$ cat src/include/cts_map.vh
/*
  Constants for the coherent transaction scheduler: widths, map depth,
  transaction kinds, coherency response codes and the I/O controller's
  master identifier. Included by the scheduler, its properties, the dram model and the bench.
*/
`ifndef CTS_MAP_VH
`define CTS_MAP_VH

`define CTS_ADDR_W 32
`define CTS_DATA_W 64
`define CTS_IDX_W 2
`define CTS_ENTRIES 4
`define CTS_CNT_W 3
`define CTS_CNT_FULL 3'h4
`define CTS_CNT_ZERO 3'h0
`define CTS_IDX_ZERO 2'h0
`define CTS_OUT_ZERO 2'h0
`define CTS_OUT_ONE 2'h1
`define CTS_MAP_LOW 3'h2

`define CTS_KIND_W 3
`define CTS_KIND_WRITE 3'h0
`define CTS_KIND_C2C 3'h1
`define CTS_KIND_NCREAD 3'h2
`define CTS_KIND_CREAD 3'h3
`define CTS_KIND_RETURN 3'h4

`define CTS_RESP_W 2
`define CTS_RESP_OK 2'h0
`define CTS_RESP_SHARED 2'h1
`define CTS_RESP_COPYOUT 2'h2

`define CTS_IOK_W 2
`define CTS_IOK_C2C 2'h0
`define CTS_IOK_SNOOP 2'h1
`define CTS_IOK_RETURN 2'h2

`define CTS_ID_W 3
// Arbitrary value for the I/O controller's bus master identifier.
`define CTS_IOC_ID 3'h5

`endif

$ cat src/rtl/cts_scheduler.v
/*
  Coherent transaction scheduler with its bus slave and bus master faces.
  Assumes the bus pad logic, the dram sequencer and the io controller all
  run on mclk_in and present one transaction per cycle at most.
*/
// What this block does
// - Each bus write sends address to scheduling and data to the write data buffer.
// - Cache-to-cache writes carrying the io controller identifier also go to it.
// - Every write takes a map index, held until memory, and joins the write queue.
// - Write queue head is issued to memory; completion frees its map entry.
// - Every non-coherent read holds a read map entry until its return finishes.
// - Empty read queue means bypass in one state, otherwise queue, two states.
// - Read queue head waits while conflicting writes drain, then issues.
// - Early index from memory puts the read into the return queue.
// - Return queue head sends buffered data out on the bus, freeing the entry.
// - Coherent bus reads are also sent to the io controller for snooping.
// - Coherent reads hold their entry through response phase and also join the response queue.
// - Response head records response, checks conflict, drains, waits, then reissues.
// - Without conflict the response head pops and nothing is issued.
// - Data already buffered with OK or SHARED response schedules the return at once.
// - Early index of a coherent read schedules return only after its response phase.
// - Reads reissued from the response queue carry the marked flag.
// - Io controller writes go out on the bus and come back like processor writes.
// - Io controller coherent reads go out, reflect back, and returns reach it.
`timescale 1ns/10ps
`include "cts_map.vh"

module cts_scheduler (
  input wire mclk_in,
  input wire sys_rst_in,
  input wire bus_valid_in,
  input wire [`CTS_KIND_W-1:0] bus_kind_in,
  input wire [`CTS_ID_W-1:0] bus_master_id_in,
  input wire [`CTS_ADDR_W-1:0] bus_addr_in,
  input wire [`CTS_DATA_W-1:0] bus_data_in,
  input wire bus_grant_in,
  input wire coh_resp_valid_in,
  input wire [`CTS_RESP_W-1:0] coh_resp_in,
  input wire mem_cmd_ready_in,
  input wire mem_wr_done_in,
  input wire [`CTS_IDX_W-1:0] mem_wr_done_idx_in,
  input wire mem_rd_early_in,
  input wire [`CTS_IDX_W-1:0] mem_rd_early_idx_in,
  input wire mem_rd_data_valid_in,
  input wire [`CTS_IDX_W-1:0] mem_rd_data_idx_in,
  input wire [`CTS_DATA_W-1:0] mem_rd_data_in,
  input wire ioc_req_valid_in,
  input wire ioc_req_write_in,
  input wire [`CTS_ADDR_W-1:0] ioc_req_addr_in,
  input wire [`CTS_DATA_W-1:0] ioc_req_data_in,
  output reg bus_busy_out,
  output reg bus_req_out,
  output reg out_valid_out,
  output reg out_return_out,
  output reg out_write_out,
  output reg [`CTS_ADDR_W-1:0] out_addr_out,
  output reg [`CTS_DATA_W-1:0] out_data_out,
  output reg ioc_req_ack_out,
  output reg wdb_wr_out,
  output reg [`CTS_IDX_W-1:0] wdb_idx_out,
  output reg [`CTS_DATA_W-1:0] wdb_data_out,
  output reg mem_cmd_valid_out,
  output reg mem_cmd_write_out,
  output reg mem_cmd_marked_out,
  output reg [`CTS_IDX_W-1:0] mem_cmd_idx_out,
  output reg [`CTS_ADDR_W-1:0] mem_cmd_addr_out,
  output reg ioc_valid_out,
  output reg [`CTS_IOK_W-1:0] ioc_kind_out,
  output reg [`CTS_ADDR_W-1:0] ioc_addr_out,
  output reg [`CTS_DATA_W-1:0] ioc_data_out
);

  reg [`CTS_ENTRIES-1:0] wvalid;
  reg [`CTS_ENTRIES-1:0] wissued;
  reg [`CTS_ADDR_W-1:0] waddr [0:`CTS_ENTRIES-1];
  reg [`CTS_ENTRIES-1:0] rvalid;
  reg [`CTS_ENTRIES-1:0] rcoh;
  reg [`CTS_ENTRIES-1:0] rcdone;
  reg [`CTS_ENTRIES-1:0] rfin;
  reg [`CTS_ENTRIES-1:0] rinrq;
  reg [`CTS_ENTRIES-1:0] rdval;
  reg [`CTS_RESP_W-1:0] rresp [0:`CTS_ENTRIES-1];
  reg [`CTS_IDX_W-1:0] rout [0:`CTS_ENTRIES-1];
  reg [`CTS_ADDR_W-1:0] raddr [0:`CTS_ENTRIES-1];
  reg [`CTS_DATA_W-1:0] rdata [0:`CTS_ENTRIES-1];
  reg [`CTS_IDX_W-1:0] wq [0:`CTS_ENTRIES-1];
  reg [`CTS_IDX_W-1:0] rq [0:`CTS_ENTRIES-1];
  reg [`CTS_IDX_W-1:0] coherency_response_queue [0:`CTS_ENTRIES-1];
  reg [`CTS_IDX_W-1:0] rtq [0:`CTS_ENTRIES-1];
  reg [`CTS_IDX_W-1:0] wq_head, rq_head, crq_head, rtq_head;
  reg [`CTS_CNT_W-1:0] wq_cnt, rq_cnt, crq_cnt, rtq_cnt;
  reg crq_hit;

  function [`CTS_IDX_W-1:0] cts_first_free;
    input [`CTS_ENTRIES-1:0] used;
    integer i;
    begin
      cts_first_free = `CTS_IDX_ZERO;
      for (i = `CTS_ENTRIES - 1; i >= 0; i = i - 1) begin
        if (!used[i]) begin
          cts_first_free = i[`CTS_IDX_W-1:0];
        end
      end
    end
  endfunction

  function [`CTS_CNT_W-1:0] cts_free_cnt;
    input [`CTS_ENTRIES-1:0] used;
    integer i;
    begin
      cts_free_cnt = `CTS_CNT_ZERO;
      for (i = 0; i < `CTS_ENTRIES; i = i + 1) begin
        cts_free_cnt = cts_free_cnt + {2'h0, ~used[i]};
      end
    end
  endfunction

  function [`CTS_IDX_W-1:0] cts_slot;
    input [`CTS_IDX_W-1:0] head;
    input [`CTS_CNT_W-1:0] cnt;
    begin
      cts_slot = head + cnt[`CTS_IDX_W-1:0];
    end
  endfunction

  function [`CTS_CNT_W-1:0] cts_cnt;
    input [`CTS_CNT_W-1:0] cnt;
    input push;
    input pop;
    begin
      cts_cnt = cnt + {2'h0, push} - {2'h0, pop};
    end
  endfunction

  // A read conflicts while a write to the same line is held but not yet issued.
  function cts_conflict;
    input [`CTS_ADDR_W-1:0] addr;
    input [`CTS_ENTRIES-1:0] valid;
    input [`CTS_ENTRIES-1:0] issued;
    input [`CTS_ENTRIES*`CTS_ADDR_W-1:0] addrs;
    integer i;
    begin
      cts_conflict = 1'b0;
      for (i = 0; i < `CTS_ENTRIES; i = i + 1) begin
        if (valid[i] && !issued[i] && addrs[i*`CTS_ADDR_W +: `CTS_ADDR_W] == addr) begin
          cts_conflict = 1'b1;
        end
      end
    end
  endfunction

  reg [`CTS_ENTRIES*`CTS_ADDR_W-1:0] waddr_flat;
  reg [`CTS_IDX_W-1:0] wfree, rfree, wq_idx, rq_idx, crq_idx, rtq_idx;
  reg acc_w, acc_r, acc_coh, rq_conf, crq_conf, drain, slot_free;
  reg sel_wr, sel_reissue, sel_rq, sel_bypass, crq_record, crq_pop, crq_ok;
  reg early_push, send_ret, send_ioc;
  integer k;
  integer m;

  always @* begin
    for (k = 0; k < `CTS_ENTRIES; k = k + 1) begin
      waddr_flat[k*`CTS_ADDR_W +: `CTS_ADDR_W] = waddr[k];
    end
    wfree = cts_first_free(wvalid);
    rfree = cts_first_free(rvalid);
    wq_idx = wq[wq_head];
    rq_idx = rq[rq_head];
    crq_idx = coherency_response_queue[crq_head];
    rtq_idx = rtq[rtq_head];
    acc_w = bus_valid_in && !(&wvalid) &&
      (bus_kind_in == `CTS_KIND_WRITE || bus_kind_in == `CTS_KIND_C2C);
    acc_r = bus_valid_in && !(&rvalid) &&
      (bus_kind_in == `CTS_KIND_NCREAD || bus_kind_in == `CTS_KIND_CREAD);
    acc_coh = acc_r && bus_kind_in == `CTS_KIND_CREAD;
    rq_conf = cts_conflict(raddr[rq_idx], wvalid, wissued, waddr_flat);
    crq_conf = cts_conflict(raddr[crq_idx], wvalid, wissued, waddr_flat);
    slot_free = !mem_cmd_valid_out || mem_cmd_ready_in;
    drain = (wq_cnt != `CTS_CNT_ZERO) && (((rq_cnt != `CTS_CNT_ZERO) && rq_conf) ||
      ((crq_cnt != `CTS_CNT_ZERO) && rcdone[crq_idx] && crq_hit));
    sel_wr = slot_free && drain;
    sel_reissue = slot_free && !sel_wr && (crq_cnt != `CTS_CNT_ZERO) && rcdone[crq_idx] &&
      crq_hit && !crq_conf && !rinrq[crq_idx] && !mem_rd_early_in;
    sel_rq = slot_free && !sel_wr && !sel_reissue && (rq_cnt != `CTS_CNT_ZERO) &&
      !rq_conf;
    sel_bypass = slot_free && !sel_wr && !sel_reissue && acc_r &&
      (rq_cnt == `CTS_CNT_ZERO) && !cts_conflict(bus_addr_in, wvalid, wissued, waddr_flat);
    if (slot_free && !sel_reissue && !sel_rq && !sel_bypass && (wq_cnt != `CTS_CNT_ZERO)) begin
      sel_wr = 1'b1;
    end
    crq_record = coh_resp_valid_in && (crq_cnt != `CTS_CNT_ZERO) && !rcdone[crq_idx];
    // A pop in the same cycle as an early index would need two return pushes.
    crq_pop = sel_reissue || ((crq_cnt != `CTS_CNT_ZERO) && rcdone[crq_idx] && !crq_hit &&
      !mem_rd_early_in);
    crq_ok = rresp[crq_idx] != `CTS_RESP_COPYOUT;
    early_push = mem_rd_early_in && rout[mem_rd_early_idx_in] == `CTS_OUT_ONE &&
      (!rcoh[mem_rd_early_idx_in] ||
      (rfin[mem_rd_early_idx_in] && rresp[mem_rd_early_idx_in] != `CTS_RESP_COPYOUT));
    // A grant counts only once our request has stood on the bus for a cycle.
    send_ret = bus_req_out && bus_grant_in && (rtq_cnt != `CTS_CNT_ZERO) &&
      rdval[rtq_idx];
    send_ioc = bus_req_out && bus_grant_in && !send_ret && ioc_req_valid_in &&
      !ioc_req_ack_out;
  end

  always @(posedge mclk_in or posedge sys_rst_in) begin
    if (sys_rst_in) begin
      wvalid <= 4'h0;
      wissued <= 4'h0;
      rvalid <= 4'h0;
      rcoh <= 4'h0;
      rcdone <= 4'h0;
      rfin <= 4'h0;
      rinrq <= 4'h0;
      rdval <= 4'h0;
      for (m = 0; m < `CTS_ENTRIES; m = m + 1) begin
        waddr[m] <= 32'h0;
        raddr[m] <= 32'h0;
        rdata[m] <= 64'h0;
        rresp[m] <= `CTS_RESP_OK;
        rout[m] <= `CTS_OUT_ZERO;
        wq[m] <= `CTS_IDX_ZERO;
        rq[m] <= `CTS_IDX_ZERO;
        coherency_response_queue[m] <= `CTS_IDX_ZERO;
        rtq[m] <= `CTS_IDX_ZERO;
      end
      wq_head <= `CTS_IDX_ZERO;
      rq_head <= `CTS_IDX_ZERO;
      crq_head <= `CTS_IDX_ZERO;
      rtq_head <= `CTS_IDX_ZERO;
      wq_cnt <= `CTS_CNT_ZERO;
      rq_cnt <= `CTS_CNT_ZERO;
      crq_cnt <= `CTS_CNT_ZERO;
      rtq_cnt <= `CTS_CNT_ZERO;
      crq_hit <= 1'b0;
      bus_busy_out <= 1'b0;
      bus_req_out <= 1'b0;
      out_valid_out <= 1'b0;
      out_return_out <= 1'b0;
      out_write_out <= 1'b0;
      out_addr_out <= 32'h0;
      out_data_out <= 64'h0;
      ioc_req_ack_out <= 1'b0;
      wdb_wr_out <= 1'b0;
      wdb_idx_out <= `CTS_IDX_ZERO;
      wdb_data_out <= 64'h0;
      mem_cmd_valid_out <= 1'b0;
      mem_cmd_write_out <= 1'b0;
      mem_cmd_marked_out <= 1'b0;
      mem_cmd_idx_out <= `CTS_IDX_ZERO;
      mem_cmd_addr_out <= 32'h0;
      ioc_valid_out <= 1'b0;
      ioc_kind_out <= `CTS_IOK_C2C;
      ioc_addr_out <= 32'h0;
      ioc_data_out <= 64'h0;
    end else begin
      // Busy warns one entry early because the flag reaches the bus a cycle late.
      bus_busy_out <= cts_free_cnt(wvalid) < `CTS_MAP_LOW || cts_free_cnt(rvalid) < `CTS_MAP_LOW;
      bus_req_out <= (rtq_cnt != `CTS_CNT_ZERO) || ioc_req_valid_in;
      wdb_wr_out <= acc_w;
      wdb_idx_out <= wfree;
      wdb_data_out <= bus_data_in;
      if (acc_w) begin
        wvalid[wfree] <= 1'b1;
        wissued[wfree] <= 1'b0;
        waddr[wfree] <= bus_addr_in;
        wq[cts_slot(wq_head, wq_cnt)] <= wfree;
      end
      if (mem_wr_done_in) begin
        wvalid[mem_wr_done_idx_in] <= 1'b0;
      end
      ioc_valid_out <= 1'b0;
      if (acc_w && bus_kind_in == `CTS_KIND_C2C && bus_master_id_in == `CTS_IOC_ID) begin
        ioc_valid_out <= 1'b1;
        ioc_kind_out <= `CTS_IOK_C2C;
        ioc_addr_out <= bus_addr_in;
        ioc_data_out <= bus_data_in;
      end else if (acc_coh) begin
        ioc_valid_out <= 1'b1;
        ioc_kind_out <= `CTS_IOK_SNOOP;
        ioc_addr_out <= bus_addr_in;
        ioc_data_out <= 64'h0;
      end else if (bus_valid_in && bus_kind_in == `CTS_KIND_RETURN &&
        bus_master_id_in == `CTS_IOC_ID) begin
        ioc_valid_out <= 1'b1;
        ioc_kind_out <= `CTS_IOK_RETURN;
        ioc_addr_out <= bus_addr_in;
        ioc_data_out <= bus_data_in;
      end
      if (acc_r) begin
        rvalid[rfree] <= 1'b1;
        rcoh[rfree] <= acc_coh;
        rcdone[rfree] <= 1'b0;
        rfin[rfree] <= 1'b0;
        rdval[rfree] <= 1'b0;
        raddr[rfree] <= bus_addr_in;
        rinrq[rfree] <= !sel_bypass;
        rout[rfree] <= sel_bypass ? `CTS_OUT_ONE : `CTS_OUT_ZERO;
        if (!sel_bypass) begin
          rq[cts_slot(rq_head, rq_cnt)] <= rfree;
        end
        if (acc_coh) begin
          coherency_response_queue[cts_slot(crq_head, crq_cnt)] <= rfree;
        end
      end
      if (mem_cmd_valid_out && mem_cmd_ready_in) begin
        mem_cmd_valid_out <= 1'b0;
      end
      if (sel_wr) begin
        mem_cmd_valid_out <= 1'b1;
        mem_cmd_write_out <= 1'b1;
        mem_cmd_marked_out <= 1'b0;
        mem_cmd_idx_out <= wq_idx;
        mem_cmd_addr_out <= waddr[wq_idx];
        wissued[wq_idx] <= 1'b1;
      end else if (sel_reissue) begin
        mem_cmd_valid_out <= 1'b1;
        mem_cmd_write_out <= 1'b0;
        mem_cmd_marked_out <= 1'b1;
        mem_cmd_idx_out <= crq_idx;
        mem_cmd_addr_out <= raddr[crq_idx];
        rout[crq_idx] <= rout[crq_idx] + `CTS_OUT_ONE;
        rdval[crq_idx] <= 1'b0;
      end else if (sel_rq) begin
        mem_cmd_valid_out <= 1'b1;
        mem_cmd_write_out <= 1'b0;
        mem_cmd_marked_out <= 1'b0;
        mem_cmd_idx_out <= rq_idx;
        mem_cmd_addr_out <= raddr[rq_idx];
        rinrq[rq_idx] <= 1'b0;
        rout[rq_idx] <= rout[rq_idx] + `CTS_OUT_ONE;
      end else if (sel_bypass) begin
        mem_cmd_valid_out <= 1'b1;
        mem_cmd_write_out <= 1'b0;
        mem_cmd_marked_out <= 1'b0;
        mem_cmd_idx_out <= rfree;
        mem_cmd_addr_out <= bus_addr_in;
      end
      if (crq_record) begin
        rcdone[crq_idx] <= 1'b1;
        rresp[crq_idx] <= coh_resp_in;
        crq_hit <= cts_conflict(raddr[crq_idx], wvalid, wissued, waddr_flat);
      end
      if (crq_pop) begin
        rfin[crq_idx] <= 1'b1;
        crq_hit <= 1'b0;
        if (crq_ok && rout[crq_idx] == `CTS_OUT_ZERO && !sel_reissue) begin
          if (rdval[crq_idx]) begin
            rtq[cts_slot(rtq_head, rtq_cnt)] <= crq_idx;
          end
        end else if (!crq_ok && rout[crq_idx] == `CTS_OUT_ZERO && !sel_reissue) begin
          rvalid[crq_idx] <= 1'b0;
        end
      end
      if (mem_rd_early_in) begin
        rout[mem_rd_early_idx_in] <= rout[mem_rd_early_idx_in] - `CTS_OUT_ONE;
        if (early_push) begin
          rtq[cts_slot(rtq_head, rtq_cnt)] <= mem_rd_early_idx_in;
        end else if (rout[mem_rd_early_idx_in] == `CTS_OUT_ONE && rfin[mem_rd_early_idx_in]) begin
          // Copy-out answers never return memory data, so the late data only frees.
          rvalid[mem_rd_early_idx_in] <= 1'b0;
        end
      end
      if (mem_rd_data_valid_in) begin
        rdata[mem_rd_data_idx_in] <= mem_rd_data_in;
        rdval[mem_rd_data_idx_in] <= 1'b1;
      end
      out_valid_out <= send_ret || send_ioc;
      ioc_req_ack_out <= send_ioc;
      if (send_ret) begin
        out_return_out <= 1'b1;
        out_write_out <= 1'b0;
        out_addr_out <= raddr[rtq_idx];
        out_data_out <= rdata[rtq_idx];
        rvalid[rtq_idx] <= 1'b0;
      end else if (send_ioc) begin
        out_return_out <= 1'b0;
        out_write_out <= ioc_req_write_in;
        out_addr_out <= ioc_req_addr_in;
        out_data_out <= ioc_req_data_in;
      end
      if (sel_wr) begin
        wq_head <= wq_head + 2'h1;
      end
      if (sel_rq) begin
        rq_head <= rq_head + 2'h1;
      end
      if (crq_pop) begin
        crq_head <= crq_head + 2'h1;
      end
      if (send_ret) begin
        rtq_head <= rtq_head + 2'h1;
      end
      wq_cnt <= cts_cnt(wq_cnt, acc_w, sel_wr);
      rq_cnt <= cts_cnt(rq_cnt, acc_r && !sel_bypass, sel_rq);
      crq_cnt <= cts_cnt(crq_cnt, acc_coh, crq_pop);
      rtq_cnt <= cts_cnt(rtq_cnt, early_push || (crq_pop && crq_ok && !sel_reissue &&
        rout[crq_idx] == `CTS_OUT_ZERO && rdval[crq_idx]), send_ret);
    end
  end

endmodule

$ cat config.mk
export PLATFORM = sky130hd
export DESIGN_NAME = cts_scheduler
export DESIGN_NICKNAME = d
export VERILOG_FILES = /design/src/rtl/cts_scheduler.v
export VERILOG_INCLUDE_DIRS = /design/src /design/src/include
export SDC_FILE = /design/constraint.sdc
export NUM_CORES = 2
export LEC_CHECK = 0
export BUFFER_PORTS_ARGS = -buffer_cell sky130_fd_sc_hd__buf_2
export CORE_MARGIN = 1.5
export CORE_UTILIZATION = 42
export CTS_CLUSTER_SIZE = 28
export DETAILED_ROUTE_END_ITERATION = 12
export GPL_TIMING_DRIVEN = 0
export PLACE_DENSITY = 0.73
export REMOVE_ABC_BUFFERS = 1
export SETUP_SLACK_MARGIN = 0.5
export SYNTH_ARGS = -nofsm -noshare
export SYNTH_HDL_FRONTEND = slang
export SYNTH_SLANG_ARGS = --single-unit
$ cat constraint.sdc
create_clock -name mclk_in -period 28.5 [get_ports mclk_in]
set_clock_uncertainty 0.1 [all_clocks]
set_input_delay 2.85 -clock mclk_in [delete_from_list [all_inputs] [get_ports mclk_in]]
set_output_delay 2.85 -clock mclk_in [all_outputs]
set_load 0.005 [all_outputs]
==> run summary <==
critical path class -> flop to flop
setup bufs post-CTS -> 0
clock tree buffer depth -> 3
Final Slew Violations -> 52
cells along the critical path -> mux4_4, buf_16, mux2i_1, mux2i_1, xor2_1, nor4_1, nand4_1, nor4_1, a311oi_1, nand3_4, clkinv_2, ha_1, inv_1, ha_1, fa_1, xor2_1, xnor2_1
Ys Warns -> 0
Worst Tran Pin Value -> 1.52 ns
Top delay family on crit path -> simple AND/OR/NAND/NOR gates
Std-Cell Rows -> 123
dpl ws -> 19.67 ns
Top Ports -> 586
first-pass GRT wire length -> 247 mm
WP data required -> 29.00 ns
pin count of the biggest net entering global routing -> 126
Crit Path Max Fanout -> 48
Initial Utilization -> 0.425
Tmin final -> 8.76 ns
vias -> 37200
Via density -> 5.92
RePlAce Congestion -> 1.07
Yosys reg bits -> 918
WP buf/inv -> 3
PD cells -> 129 nW/um2
P&R area growth vs syn -> 17.6%
number of H-tree levels -> 3
IO buf count -> 585
Initial DRC Count -> 3885
outcome -> finished, violations left
post-DP HPWL -> 121 mm
TNS Setup -> 0 ns
dpl cell area -> 52800 um2
Non-Filler Instances -> 6282
initial antenna violation count -> 9
synthesized area per cell -> 11.2 um2
EDFF count, synth -> 0
final worst setup slack -> 19.74 ns
cell count after synthesis -> 4290
Post-synth top flop -> dfrtp_1
share of cells above drive strength 1 -> 0.303
Hold Path Origin -> ioc_data_out[30]
LEAKAGE -> 26.0 nW
mapped cell area -> 47900 um2
number of distinct library cells after synthesis -> 85
largest stage delay on the critical path -> 1.13 ns
final period utilization -> 0.307
DIE AREA -> 116000 um2
Sink Count -> 918
ys async rst share -> 1.00
Slowest-stage cell, CP -> mux4_4
startpoint types -> flop
routed wire length -> 167 mm
Post-DRT Antenna Nets -> 0
sequential-to-total area share from yosys stat -> 0.480
Worst Path Arrival -> 9.26 ns
relative slew slack -> -0.0102
clk_lat worst skew -> 0.72 ns
fin area -> 56300 um2
Hold Vio Cnt, Final -> 0
violated checks -> capacitance limit, slew limit
Worst Hold Class -> flop to flop
per-cell routed wire length -> 26.6 um
RSZ-0062 raised after global routing -> false
MaxCap Viol Count -> 1
Max VDD drop -> 0.0000949 V
Pre-antenna DRT Iters -> 8
R2R Path Start -> rq_head[0]
vias in the first global route -> 37400
Final Core Density -> 0.499
TritonCTS clock tree -> built
Post-Place Cells -> 6096
CP Capture Type -> flop
Max Fclk -> 114 MHz
setup violators final -> 0
Resized Gates After CTS -> 0
Overflow after GRT -> 0
Worst setup startpoint -> rq_head[0]
CTS root buf -> clkbuf_16
Post-CTS Hold Buffers -> 0
Final #Nets -> 5004
die extent in y -> 341 um
Die Width -> 341 um
cts bufs inserted -> 101
# DRC -> 0
Total Routing Usage GR -> 0.283
CORE AREA -> 113000 um2
CTS clk-pin slew, worst paths -> 0.06 ns
## tightest hold or removal path, stage by stage, from the launching register on
cell     delay (ns)
dfrtp_1        0.33
nand2_1        0.05
nand2_1        0.05
## cell usage after synthesis (5+ instances only)
| library cell | count | area share |
|---|---|---|
| and2_1 | 11 | 0.0014 |
| fa_1 | 6 | 0.0025 |
| xnor2_1 | 173 | 0.032 |
| a22o_1 | 7 | 0.0013 |
| mux2i_1 | 317 | 0.066 |
| buf_1 | 35 | 0.0027 |
| nor4_1 | 60 | 0.0078 |
| buf_6 | 11 | 0.0026 |
| dfrtp_1 | 918 | 0.48 |
| a211oi_1 | 5 | 0.00078 |
| nand4_1 | 47 | 0.0061 |
| nor2_1 | 154 | 0.012 |
| a31oi_1 | 11 | 0.0014 |
| o21ai_0 | 79 | 0.0083 |
| mux2i_2 | 6 | 0.0017 |
| a2111oi_0 | 11 | 0.0020 |
| o21ai_1 | 10 | 0.0010 |
| o211ai_1 | 9 | 0.0014 |
| o2111ai_1 | 6 | 0.0011 |
| mux4_2 | 146 | 0.069 |
| o22a_1 | 8 | 0.0015 |
| nand2_1 | 726 | 0.057 |
| clkbuf_1 | 271 | 0.021 |
| xor2_1 | 199 | 0.036 |
| nor3b_1 | 5 | 0.00078 |
| a221oi_1 | 28 | 0.0051 |
| ha_1 | 17 | 0.0044 |
| nor2b_1 | 10 | 0.0013 |
| mux2_2 | 430 | 0.10 |
| nand3b_1 | 11 | 0.0017 |
| inv_1 | 56 | 0.0044 |
| a22oi_1 | 38 | 0.0060 |
| buf_2 | 30 | 0.0031 |
| or3_1 | 5 | 0.00065 |
| a311oi_1 | 10 | 0.0018 |
| a21oi_1 | 137 | 0.014 |
| nand3_1 | 105 | 0.011 |
| o221ai_1 | 5 | 0.00091 |
| o22ai_1 | 17 | 0.0022 |
| a2bb2oi_1 | 8 | 0.0015 |
| nand2b_1 | 15 | 0.0020 |
| and3_1 | 26 | 0.0034 |
| nor3_1 | 31 | 0.0032 |
## final timing paths
kind / to / slack (ns) / depth (start not counted)
max: rq_cnt[2] / 19.74 / 17
min: ioc_data_out[30] / 0.36 / 2
max reg2reg: rq_cnt[2] / 19.74 / 17
min reg2reg: ioc_data_out[30] / 0.36 / 2
max in group asynchronous: coherency_response_queue[0] / 24.18 / 5
min in group asynchronous: rdata[127] / 2.21 / 2
## logic make-up after synthesis
logic type	count (synthesis)	synth area share
xor+xnor	372	0.0680
fa+ha+maj	23	0.00695
flops	918	0.480
simple gates	1227	0.112
buf+inv	411	0.0351
mux	900	0.238
compound gates	439	0.0601
## final cells by class
type / instances / area, um2
multi-input combinational: 2961 / 23400
inverter: 60 / 238
clock buffer: 143 / 2930
tap: 1500 / 1880
antenna: 1 / 2.50
timing repair buffer: 658 / 4320
sequential: 918 / 23000
clock inverter: 41 / 594
fill: 9976 / 56500
## metal layers
metal	vias up	wire, um	global-route usage
li1	15900	-	-
met1	19100	67300	0.377
met2	1839	79100	0.458
met3	379	13800	0.0550
met4	14	6580	0.107
met5	-	81	0
## sequential cells by signal, summed over array words and instances, names as in the netlist, 32 cells and up
register and cells:
out_data_out 64, rdata 256, wdb_data_out 64, ioc_addr_out 32, raddr 128, mem_cmd_addr_out 32, ioc_data_out 64, out_addr_out 32
waddr 128
## power by group
part	internal [mW]	switching, mW
clock network	0.810	0.571
registers	1.72	0.437
logic	1.53	2.18
## through the flow
| step | power [mW] | hold slack [ns] |
|---|---|---|
| after floorplan | 4.42 | 0.340 |
| after global placement | 5.79 | 0.345 |
| after detailed placement | 5.79 | 0.350 |
| after CTS | 7.20 | 0.363 |
| after global routing | 7.57 | 0.374 |
| final | 7.25 | 0.359 |
## cell usage in the layout, fill, tap and decap left out, types with 38 or more instances in the layout
cell       instances
nand3_1          101
dfrtp_1          918
nand2_1          723
mux2i_1          316
buf_2            585
nand4_1           47
mux4_2           141
xor2_1           199
a21oi_1          136
nor4_1            60
inv_1             55
clkbuf_16        102
mux2_2           428
nor2_1           153
o21ai_0           78
xnor2_1          173
a22oi_1           38
Note: power is estimated with default switching activity, not from simulation.
